===== config.mk =====
export PLATFORM = sky130hd
export DESIGN_NAME = fbs_boot_select
export DESIGN_NICKNAME = d
export VERILOG_FILES = /design/src/fbs_pkg.sv /design/src/fbs_boot_select.sv /design/src/fbs_sec_opt.sv /design/src/fbs_tbl_guard.sv
export SDC_FILE = /design/constraint.sdc
export NUM_CORES = 1
export LEC_CHECK = 0
export ABC_AREA = 1
export ABC_CLOCK_PERIOD_IN_PS = 1300
export BUFFER_PORTS_ARGS = -buffer_cell sky130_fd_sc_hd__buf_2
export CELL_PAD_IN_SITES_DETAIL_PLACEMENT = 1
export CELL_PAD_IN_SITES_GLOBAL_PLACEMENT = 1
export CORE_MARGIN = 3
export CORE_UTILIZATION = 27
export DETAILED_ROUTE_END_ITERATION = 8
export PLACE_DENSITY_LB_ADDON = 0.1
export SLEW_MARGIN = 0
export SYNTH_ARGS = -nofsm -noshare
export SYNTH_HDL_FRONTEND = slang
export SYNTH_HIERARCHICAL = 1
export SYNTH_SLANG_ARGS = --single-unit

===== constraint.sdc =====
create_clock -name sys_clk -period 1.3 [get_ports sys_clk]
set_clock_uncertainty 0.15 [all_clocks]
set_input_delay 0.39 -clock sys_clk [delete_from_list [all_inputs] [get_ports sys_clk]]
set_output_delay 0.39 -clock sys_clk [all_outputs]
set_load 0.01 [all_outputs]

===== src/fbs_pkg.sv =====
// Shared constants and types for the flash boot select block.
// Assumes a single core clock and a synchronous active-low reset.
package fbs_pkg;

	////////////////////////////////////////////////////////////////////
	// Register word indices on the Avalon slave
	localparam logic [1:0] ADDR_CTRL   = 2'h0;
	localparam logic [1:0] ADDR_BANK   = 2'h1;
	localparam logic [1:0] ADDR_STATUS = 2'h2;

	////////////////////////////////////////////////////////////////////
	// Control register commands and reset values
	localparam logic [7:0] CTRL_RESET      = 8'h00;
	localparam logic [7:0] CMD_LOADER_IDLE = 8'h03;
	localparam logic [7:0] CMD_APP_UPDATE  = 8'h01;
	localparam logic [7:0] CMD_SW_RESTART  = 8'h83;
	localparam logic [1:0] BANK_RESET      = 2'h0;

	// Bank select fields
	localparam int BANK_BIT   = 0;
	localparam int TARGET_BIT = 1;

	// Status fields
	localparam int ST_LOADER_BIT = 0;
	localparam int ST_UPDATE_BIT = 1;
	localparam int ST_REBOOT_BIT = 2;
	localparam int ST_LOCK_BIT   = 3;

	////////////////////////////////////////////////////////////////////
	// Security option register
	localparam logic [7:0] SEC_ERASED    = 8'hff;
	localparam int         SEC_LOCK_BIT  = 0;
	localparam int         SEC_INH_BIT   = 1;
	localparam int         SEC_RB_P2_BIT = 4;
	localparam int         SEC_RB_P4_BIT = 5;

	typedef enum logic [0:0] {
		FBS_RUN,
		FBS_UPDATE
	} fbs_state_t;

endpackage


===== src/fbs_boot_select.sv =====
// Flash boot select and code protection top level.
// Assumes an Avalon-MM master on sys_clk and synchronous pin inputs.
`timescale 1ns/1ps
module fbs_boot_select (
	input  wire logic        sys_clk,
	input  wire logic        rst_n,
	// Avalon-MM slave
	input  wire logic [1:0]  avs_address,
	input  wire logic        avs_read,
	input  wire logic        avs_write,
	input  wire logic [31:0] avs_writedata,
	output logic      [31:0] avs_readdata,
	output logic             avs_waitrequest,
	// Processor side
	input  wire logic        cpu_idle_enter,
	input  wire logic        cpu_update_done,
	output logic             cpu_restart,
	output logic             cpu_resume,
	output logic             fetch_loader,
	output logic             upd_enable,
	output logic             upd_bank,
	output logic             upd_loader,
	// Reset pin and strap pins
	input  wire logic        rst_pin,
	input  wire logic        port2_bit6_strap,
	input  wire logic        port2_bit7_strap,
	input  wire logic        port4_bit3_strap,
	// External programmer
	input  wire logic        prog_mode,
	input  wire logic        prog_sec_wr,
	input  wire logic [7:0]  prog_sec_wdata,
	input  wire logic        prog_erase_all,
	output logic      [7:0]  prog_sec_rdata,
	output logic             prog_access_ok,
	// Code table read
	input  wire logic        tbl_exec_internal,
	input  wire logic        tbl_target_internal,
	output logic             tbl_internal_ok
);

	logic [7:0]           sec_bits;
	logic                 ack_q;
	logic                 ack_d;
	logic [31:0]          rdata_q;
	logic [31:0]          rdata_d;
	logic                 wr_go;
	logic [7:0]           ctrl_q;
	logic [7:0]           ctrl_d;
	logic [1:0]           bank_q;
	logic [1:0]           bank_d;
	fbs_pkg::fbs_state_t  state_q;
	fbs_pkg::fbs_state_t  state_d;
	logic                 loader_q;
	logic                 loader_d;
	logic                 restart_q;
	logic                 restart_d;
	logic                 resume_q;
	logic                 resume_d;
	logic                 pin_q;
	logic                 pin_d;
	logic                 reboot_q;
	logic                 reboot_d;
	logic                 strap_hit;

	////////////////////////////////////////////////////////////////////
	// Submodules
	fbs_sec_opt u_sec (
		.sys_clk        (sys_clk),
		.rst_n          (rst_n),
		.prog_mode      (prog_mode),
		.prog_sec_wr    (prog_sec_wr),
		.prog_sec_wdata (prog_sec_wdata),
		.prog_erase_all (prog_erase_all),
		.prog_sec_rdata (prog_sec_rdata),
		.prog_access_ok (prog_access_ok),
		.sec_bits       (sec_bits)
	);

	fbs_tbl_guard u_tbl (
		.sys_clk             (sys_clk),
		.rst_n               (rst_n),
		.inhibit_bit         (sec_bits[fbs_pkg::SEC_INH_BIT]),
		.tbl_exec_internal   (tbl_exec_internal),
		.tbl_target_internal (tbl_target_internal),
		.tbl_internal_ok     (tbl_internal_ok)
	);

	////////////////////////////////////////////////////////////////////
	// Bus slave: one wait cycle, answer in the second
	assign avs_waitrequest = (avs_read | avs_write) & ~ack_q;
	assign avs_readdata    = rdata_q;
	assign wr_go           = avs_write & ack_q;

	always_comb begin
		ack_d   = (avs_read | avs_write) & ~ack_q;
		rdata_d = rdata_q;
		if (avs_read && !ack_q) begin
			unique case (avs_address)
				fbs_pkg::ADDR_CTRL:   rdata_d = {24'h000000, ctrl_q};
				fbs_pkg::ADDR_BANK:   rdata_d = {30'h00000000, bank_q};
				fbs_pkg::ADDR_STATUS: begin
					rdata_d = 32'h00000000;
					rdata_d[fbs_pkg::ST_LOADER_BIT] = loader_q;
					rdata_d[fbs_pkg::ST_UPDATE_BIT] = (state_q == fbs_pkg::FBS_UPDATE);
					rdata_d[fbs_pkg::ST_REBOOT_BIT] = reboot_q;
					rdata_d[fbs_pkg::ST_LOCK_BIT]   = ~sec_bits[fbs_pkg::SEC_LOCK_BIT];
				end
				default:              rdata_d = 32'h00000000;
			endcase
		end
	end

	always_ff @(posedge sys_clk) begin
		if (!rst_n) begin
			ack_q   <= 1'b0;
			rdata_q <= 32'h00000000;
		end else begin
			ack_q   <= ack_d;
			rdata_q <= rdata_d;
		end
	end

	////////////////////////////////////////////////////////////////////
	// Strap capture while the reset pin is high
	assign strap_hit =
		(!sec_bits[fbs_pkg::SEC_RB_P2_BIT] && !port2_bit6_strap && !port2_bit7_strap)
		|| (!sec_bits[fbs_pkg::SEC_RB_P4_BIT] && !port4_bit3_strap);

	always_comb begin
		pin_d    = rst_pin;
		reboot_d = rst_pin ? strap_hit : reboot_q;
	end

	always_ff @(posedge sys_clk) begin
		if (!rst_n) begin
			pin_q    <= 1'b0;
			reboot_q <= 1'b0;
		end else begin
			pin_q    <= pin_d;
			reboot_q <= reboot_d;
		end
	end

	////////////////////////////////////////////////////////////////////
	// Region select, update state and registers
	assign fetch_loader = loader_q;
	assign cpu_restart  = restart_q;
	assign cpu_resume   = resume_q;
	assign upd_enable   = loader_q | (state_q == fbs_pkg::FBS_UPDATE);
	assign upd_bank     = bank_q[fbs_pkg::BANK_BIT];
	// Loader region is only a target while running the application
	assign upd_loader   = ~loader_q & bank_q[fbs_pkg::TARGET_BIT];

	always_comb begin
		ctrl_d    = ctrl_q;
		bank_d    = bank_q;
		state_d   = state_q;
		loader_d  = loader_q;
		restart_d = 1'b0;
		resume_d  = 1'b0;
		if (wr_go && avs_address == fbs_pkg::ADDR_CTRL) begin
			ctrl_d = avs_writedata[7:0];
		end
		// Bank is steered only where an update is possible
		if (wr_go && avs_address == fbs_pkg::ADDR_BANK && upd_enable) begin
			bank_d = avs_writedata[1:0];
		end
		if (pin_q) begin
			// Pin still high: hold in reset, pick region on release
			state_d  = fbs_pkg::FBS_RUN;
			ctrl_d   = fbs_pkg::CTRL_RESET;
			bank_d   = fbs_pkg::BANK_RESET;
			if (!rst_pin) begin
				loader_d = reboot_q;
			end
		end else if (wr_go && avs_address == fbs_pkg::ADDR_CTRL
				&& avs_writedata[7:0] == fbs_pkg::CMD_SW_RESTART) begin
			// Restart wins over any idle request in the same cycle
			loader_d  = 1'b0;
			restart_d = 1'b1;
			state_d   = fbs_pkg::FBS_RUN;
			ctrl_d    = fbs_pkg::CTRL_RESET;
			bank_d    = fbs_pkg::BANK_RESET;
		end else begin
			unique case (state_q)
				fbs_pkg::FBS_RUN: begin
					if (cpu_idle_enter && ctrl_q == fbs_pkg::CMD_LOADER_IDLE) begin
						loader_d  = 1'b1;
						restart_d = 1'b1;
					end else if (cpu_idle_enter && ctrl_q == fbs_pkg::CMD_APP_UPDATE
							&& !loader_q) begin
						state_d = fbs_pkg::FBS_UPDATE;
					end
				end
				fbs_pkg::FBS_UPDATE: begin
					if (cpu_update_done) begin
						state_d  = fbs_pkg::FBS_RUN;
						resume_d = 1'b1;
					end
				end
			endcase
		end
	end

	always_ff @(posedge sys_clk) begin
		if (!rst_n) begin
			ctrl_q    <= fbs_pkg::CTRL_RESET;
			bank_q    <= fbs_pkg::BANK_RESET;
			state_q   <= fbs_pkg::FBS_RUN;
			loader_q  <= 1'b0;
			restart_q <= 1'b0;
			resume_q  <= 1'b0;
		end else begin
			ctrl_q    <= ctrl_d;
			bank_q    <= bank_d;
			state_q   <= state_d;
			loader_q  <= loader_d;
			restart_q <= restart_d;
			resume_q  <= resume_d;
		end
	end
endmodule


===== src/fbs_sec_opt.sv =====
// Security option register reached only by the external programmer.
// Assumes the programmer strobes are one-cycle pulses on sys_clk.
`timescale 1ns/1ps
module fbs_sec_opt (
	input  wire logic       sys_clk,
	input  wire logic       rst_n,
	input  wire logic       prog_mode,
	input  wire logic       prog_sec_wr,
	input  wire logic [7:0] prog_sec_wdata,
	input  wire logic       prog_erase_all,
	output logic      [7:0] prog_sec_rdata,
	output logic            prog_access_ok,
	output logic      [7:0] sec_bits
);

	logic [7:0] sec_q;
	logic [7:0] sec_d;
	logic [7:0] rdata_q;
	logic [7:0] rdata_d;

	////////////////////////////////////////////////////////////////////
	// Lock bit at zero shuts the programmer out of reads and writes; erase still works
	assign prog_access_ok = prog_mode & sec_q[fbs_pkg::SEC_LOCK_BIT];
	assign sec_bits       = sec_q;
	assign prog_sec_rdata = rdata_q;

	always_comb begin
		sec_d   = sec_q;
		rdata_d = prog_access_ok ? sec_q : 8'h00;
		if (prog_erase_all) begin
			sec_d = fbs_pkg::SEC_ERASED;
		end else if (prog_access_ok && prog_sec_wr) begin
			// Programming only pulls bits low
			sec_d = sec_q & prog_sec_wdata;
		end
	end

	// Stands in for the nonvolatile cells; reset shows the erased state
	always_ff @(posedge sys_clk) begin
		if (!rst_n) begin
			sec_q   <= fbs_pkg::SEC_ERASED;
			rdata_q <= 8'h00;
		end else begin
			sec_q   <= sec_d;
			rdata_q <= rdata_d;
		end
	end
endmodule


===== src/fbs_tbl_guard.sv =====
// Gate on code table reads that target internal flash.
// Assumes the core reports where the read executes and what it targets.
`timescale 1ns/1ps
module fbs_tbl_guard (
	input  wire logic sys_clk,
	input  wire logic rst_n,
	input  wire logic inhibit_bit,
	input  wire logic tbl_exec_internal,
	input  wire logic tbl_target_internal,
	output logic      tbl_internal_ok
);

	////////////////////////////////////////////////////////////////////
	// External code may not peek at internal flash when inhibited
	assign tbl_internal_ok = tbl_target_internal
		& (tbl_exec_internal | inhibit_bit);
endmodule


==> Word-level counts from Yosys, hierarchy flattened <==
Index checks and enable logic that the tools add are counted.
{ "op_classes": {"mux": 14, "n_reduce_logical": 28, "bitwise_logic": 14, "n_eq_ne": 7} }
{ "op_table": {"columns": ["operator", "n"], "rows": [
  ["$pmux 8 s3", 1],
  ["$logic_and 1x1->1", 12],
  ["$mux 1", 12],
  ["$and 8x8->8", 1],
  ["$eq 8x1->1 const B", 1],
  ["$eq 8x2->1 const B", 1],
  ["$eq 8x8->1 const B", 1],
  ["$logic_not 1->1", 7],
  ["$and 1x1->1", 5],
  ["$not 1->1", 5],
  ["$reduce_or 2->1", 2],
  ["$reduce_or 4->1", 1],
  ["$ne 3x1->1 const B", 1],
  ["$or 1x1->1", 3],
  ["$reduce_and 3->1", 1],
  ["$reduce_bool 3->1", 1],
  ["$reduce_or 3->1", 1],
  ["$eq 2x1->1 const B", 1],
  ["$eq 2x2->1 const B", 1],
  ["$logic_not 2->1", 1],
  ["$ne 2x2->1 const B", 1],
  ["$pmux 1 s2", 1],
  ["$reduce_and 2->1", 1],
  ["$logic_or 1x1->1", 1]
]} }
{ "totals": {"word_cells": 75, "in_bits": 57, "output_inout_bits": 49, "register_bits": 65} }

==> Depth between registers and ports, before layout <==
{ "depth": {"ltp_word": 6, "ltp_mapped": 7, "ltp_nobuf": 7} }

==> By module <==
The synthesis kept the hierarchy.
{ "modules_own_cells": {"columns": ["mod", "seq_area_each_um2", "cells_each", "n_inst", "area_each_um2"], "rows": [
  ["fbs_boot_select", 500.5, 184, 1, 1360.1],
  ["fbs_sec_opt", 320.3, 77, 1, 585.6],
  ["fbs_tbl_guard", 0.0, 3, 1, 11.3]
]} }

==> Worst setup path after synthesis <==
Ideal clock, no wire load.
{ "synth_path": {"path_type": "in2reg", "from": "input port avs_address[0]", "to": "register state_q", "t_arrival_ns": 1.024, "required_time_ns": 1.034, "setup_time_ns": 0.116, "path_buffers": 1, "path_slack_ns": 0.011, "cell_stages": 7, "path_cell_list": "inv_2 -> nand2_4 -> nor2_8 -> nand3_4 -> nand2_4 -> buf_12 -> nor2_2"} }
{ "synth_via": {"elab_chain_len": 4} }
{ "synth_lines": {"columns": ["item", "line_no", "rtl"], "rows": [
  ["from (decl)", "fbs_boot_select.sv:8", "input wire logic [1:0] avs_address,"],
  ["$logic_not 2->1", "fbs_boot_select.sv:176", "end else if (wr_go && avs_address == fbs_pkg::ADDR_CTRL"],
  ["$logic_and 1x1->1", "fbs_boot_select.sv:176", null],
  ["$logic_and 1x1->1", "fbs_boot_select.sv:177", "&& avs_writedata[7:0] == fbs_pkg::CMD_SW_RESTART) begin"],
  ["$reduce_or 3->1 (no line)", null, null],
  ["to (signal assigned)", "fbs_boot_select.sv:209", "state_q <= fbs_pkg::FBS_RUN;"],
  ["to (signal assigned)", "fbs_boot_select.sv:216", "state_q <= state_d;"],
  ["to (decl)", "fbs_boot_select.sv:51", "fbs_pkg::fbs_state_t state_q;"]
]} }
Every way passes these cells.
A chain may end at the register's enable or synchronous reset.

==> Worst setup path in the final report <==
{ "layout_path": {"from": "register loader_q (netlist: fetch_loader)", "to": "output port upd_enable"} }
{ "layout_via": {"elab_chain_len": 1} }
{ "layout_lines": {"columns": ["item", "line_no", "rtl"], "rows": [
  ["from (decl)", "fbs_boot_select.sv:53", "logic loader_q;"],
  ["from (signal assigned)", "fbs_boot_select.sv:217", "loader_q <= loader_d;"],
  ["$or 1x1->1", "fbs_boot_select.sv:149", "assign upd_enable = loader_q | (state_q == fbs_pkg::FBS_UPDATE);"],
  ["to (decl)", "fbs_boot_select.sv:20", "output logic upd_enable,"]
]} }
Every way passes these cells.

==> run summary <==
The flow ran to the end, but the final reports show violations. The checks that failed: negative setup slack. After synthesis the cells add up to 0.001957 mm². The hold violation total from the final report is 0, and the clock-pin slew on the worst setup and hold paths is 0.08 ns. In the final routed layout, each cell accounts on average for 11.79 µm.

Counting every sink on the clock net gives 41. In this run the count of I/O pins placed on the die edge is 106. The logs give -0.1652 ns for the minimum setup slack after placement and 0.7049 for the weighted congestion reported at the end of routability-driven placement.

The worst path needs 1.551 ns of the cycle, external delays included. The initial antenna violation count came out at 0. The layer flagged by global routing as most heavily used is met2.

The full die area was 0.008306 mm². TritonCTS built the clock tree. The most used flip-flop cell after synthesis is sky130_fd_sc_hd__dfxtp_1. The count of buffers added on input and output ports is 57. The startpoint of the tightest hold check path was prog_sec_wdata[0].

The share of the cycle needed by the critical path after routing is 119.3%, and the maximum level of the CTS H-tree is 2. The critical path data arrival time came out at 1.01 ns. The flip-flop and latch count after synthesis is 41, and the total core area is 0.006907 mm².

In the global route stage, met3 resource usage came out at 3.314%. Counting the fill cells in the layout gives 921. The power per standard cell area works out to 899.8 mW/mm².

The tools report the worst setup slack after layout as -0.2508 ns. The most critical setup path has its startpoint at fetch_loader$_SDFFE_PN0P_. The post-route netlist has 45.86% of its cells at a drive strength greater than 1. Counting flops with an async set or reset pin after synthesis yields a share of 0%. After detailed routing, the total wire length is 5.399 mm. After synthesis, the most frequently instantiated cells are 70 x sky130_fd_sc_hd__nand2_1, 41 x sky130_fd_sc_hd__dfxtp_1, 34 x sky130_fd_sc_hd__inv_1.

The largest buffer count on any clock path was 2. The worst setup path is launched from a flip-flop. The highest clock rate is 644.8 MHz.

In the post-synthesis netlist, the cell with the most instances is sky130_fd_sc_hd__nand2_1. The logs give 1,864 for the via count of the first global-routing pass and 13 for the largest net degree at the start of global routing. The library cell occupying the most area in the post-synthesis netlist was sky130_fd_sc_hd__dfxtp_1. The total track usage is 13.17%.

In this run, CTS created clock tree buffers numbering 5. Across all layers, the routed design uses 1,851 vias. The overflow left after global routing was 0. The initial utilization of the core area, before any placement, comes to 28.33%. The logs give 41.94% for the part of the Yosys area used for sequential elements and 4.106 mm for the half-perimeter wire length after detailed placement.

The number of instances in the placed design was 438. The area growth from synthesis to layout is 45.84%. The worst-case IR drop observed on VDD is 0.0004696 V. The tools report the count of TritonRoute iterations in the first routing pass as 4.

The critical path is of the flip-flop to output pin type. CTS root buffer: sky130_fd_sc_hd__clkbuf_8. Averaged over all synthesized cells, the footprint is 7.412 µm². In this run the biggest area consumer among cell types represents 41.94% of the synthesized area. The later pin in the worst-skew pair is clocked with a latency of 0.29 ns.

Leaving out filler cells and counting taps, the final layout contains 458. Yosys printed 6 warnings. The first routing iteration left 52 violations. On the critical path, the stage with the largest delay is an instance of sky130_fd_sc_hd__dfxtp_4.

The global-route track usage on met2 came out at 22.01%. The tool flagged a number of max-cap violations equal to 0. In the final design database the tool counted 418 nets. The repair_antennas step left the layout with diodes totalling 0.

The worst register-to-register path begins at ack_q$_SDFF_PN0_. In the global route stage, met1 resource usage came out at 16.73%. STA classifies the critical path endpoint as an output pin.

In the routed layout, each cell is associated on average with a via count of 4.041. The data required time of the critical path was 0.76 ns; the number of remaining DRC errors was 0. Setup violations remaining at the end of the flow were counted as 11. Biggest cell delay along the critical path: 0.36 ns. The run gives 0 as the number of pins exceeding their max-slew limit in the final report. The die is 91.14 µm wide. In this run the remaining antenna-violating nets after routing total 0.

The synthesized design contains 0 enable-type register cells. For the leakage component of the power, the log shows 0.001423 µW. The first global-routing pass estimated 8.790 mm of wire.

Walking the worst path, the cells encountered are or2_4 > buf_6. The floorplan has 30 rows. The min-delay analysis places its worst path in the category primary input to flip-flop. The maximum fanout along the worst path is 4, and the synthesized netlist cell count is 264.

The die boundary height is 91.14 µm. The number of different library cells used by synthesis comes to 29. Setup repair after global routing could not meet its margin everywhere.

Sorting the synthesized cells by area gives the leading types as sky130_fd_sc_hd__dfxtp_1 42%, sky130_fd_sc_hd__nand2_1 13%, sky130_fd_sc_hd__buf_4 9.2%.
kinds of logic (layout without fill, tap and decap cells):
family | after synthesis | in the layout | share of synthesized area [%]
compound gates | 28 | 28 | 9.463
simple gates | 129 | 130 | 30.50
flops | 41 | 41 | 41.94
buf+inv | 65 | 139 | 17.90
other cells | 1 | 24 | 0.1916
power by group:
part	leakage (µW)	switching (µW)	internal [µW]
clock network	0.0000450	443	373
registers	0.000341	21.8	1290
logic	0.00104	242	196
routing by layer:
layer  vias up  routed length (µm)
met2        50                2629
met3         4                 280
met5         -                   0
li1        955                   -
met1       842                2437
met4         0                  52
cells in the final DEF, fill, tap and decap left out, types with 2 or more instances in the layout:
cell,n
sky130_fd_sc_hd__conb_1,24
sky130_fd_sc_hd__dfxtp_2,17
sky130_fd_sc_hd__nor2_2,5
sky130_fd_sc_hd__nor2_4,6
sky130_fd_sc_hd__nand2_8,3
sky130_fd_sc_hd__a31oi_1,2
sky130_fd_sc_hd__nand2_1,65
sky130_fd_sc_hd__nor2_1,22
sky130_fd_sc_hd__clkbuf_8,5
sky130_fd_sc_hd__inv_2,7
sky130_fd_sc_hd__buf_2,41
sky130_fd_sc_hd__a21oi_2,14
sky130_fd_sc_hd__nand2_2,6
sky130_fd_sc_hd__dfxtp_1,23
sky130_fd_sc_hd__o21ai_0,3
sky130_fd_sc_hd__clkinv_2,2
sky130_fd_sc_hd__nand4_1,2
sky130_fd_sc_hd__nor3_1,2
sky130_fd_sc_hd__buf_6,22
sky130_fd_sc_hd__nand3_1,13
sky130_fd_sc_hd__a21oi_1,5
sky130_fd_sc_hd__inv_1,32
sky130_fd_sc_hd__buf_4,29
final timing paths:
check	endpoint	slack (ns)	depth (start not counted)
setup / recovery	upd_enable	-0.25	2
setup reg to reg	fetch_loader$_SDFFE_PN0P_	-0.01	7
hold reg to reg	u_sec/prog_sec_rdata[7]$_SDFF_PN0_	0.29	2
hold / removal	u_sec/sec_bits[0]$_SDFFE_PP1P_	0.18	3
stage by stage:
step | hold WS, ns | total power (µW) | TNS (ns) | util, % | cell area, µm²
6_report | 0.1768 | 2568 | -0.9836 | 41.32 | 2854
5_1_grt | 0.1761 | 2721 | -2.414 | 41.32 | 2854
4_1_cts | 0.1670 | 2558 | -1.008 | 37.92 | 2619
3_5_place_dp | 0.2845 | 1705 | -2.731 | 35.11 | 2425
3_3_place_gp | 0.2854 | 1701 | -2.503 | 35.11 | 2425
2_1_floorplan | 0.2718 | 1586 | 0 | - | 2043
sequential cells by signal, indices dropped and copies added, names as in the netlist:
register,count
cpu_resume,1
ack_q,1
avs_readdata,8
u_sec/sec_bits,8
ctrl_q,8
bank_q,2
state_q,1
fetch_loader,1
reboot_q,1
pin_q,1
cpu_restart,1
u_sec/prog_sec_rdata,8
worst max-delay path, delay by kind of cell, from the launching register on:
kind / cells / cell delay [ns]
buffers and inverters: 1 / 0.12
AND/OR/NAND/NOR: 1 / 0.24
flip-flops: 1 / 0.36
what timing repair did:
action	in CTS	in global routing
gates cloned	1	0
hold buffers	0	0
resized for setup	24	45
endpoints found under the setup margin	16	45
pin swaps	7	10
buffers inserted	5	6
area by class of cell:
class / count / area [µm²] / share of cell area [%]
Inverter: 39 / 146.4 / 5.129
Sequential cell: 41 / 845.8 / 29.64
Tap cell: 96 / 120.1 / 4.209
Clock inverter: 2 / 10.01 / 0.3507
Timing Repair Buffer: 92 / 670.6 / 23.50
Clock buffer: 6 / 72.57 / 2.543
Multi-Input combinational cell: 182 / 988.4 / 34.63
Note: power is estimated with default switching activity, not from simulation.
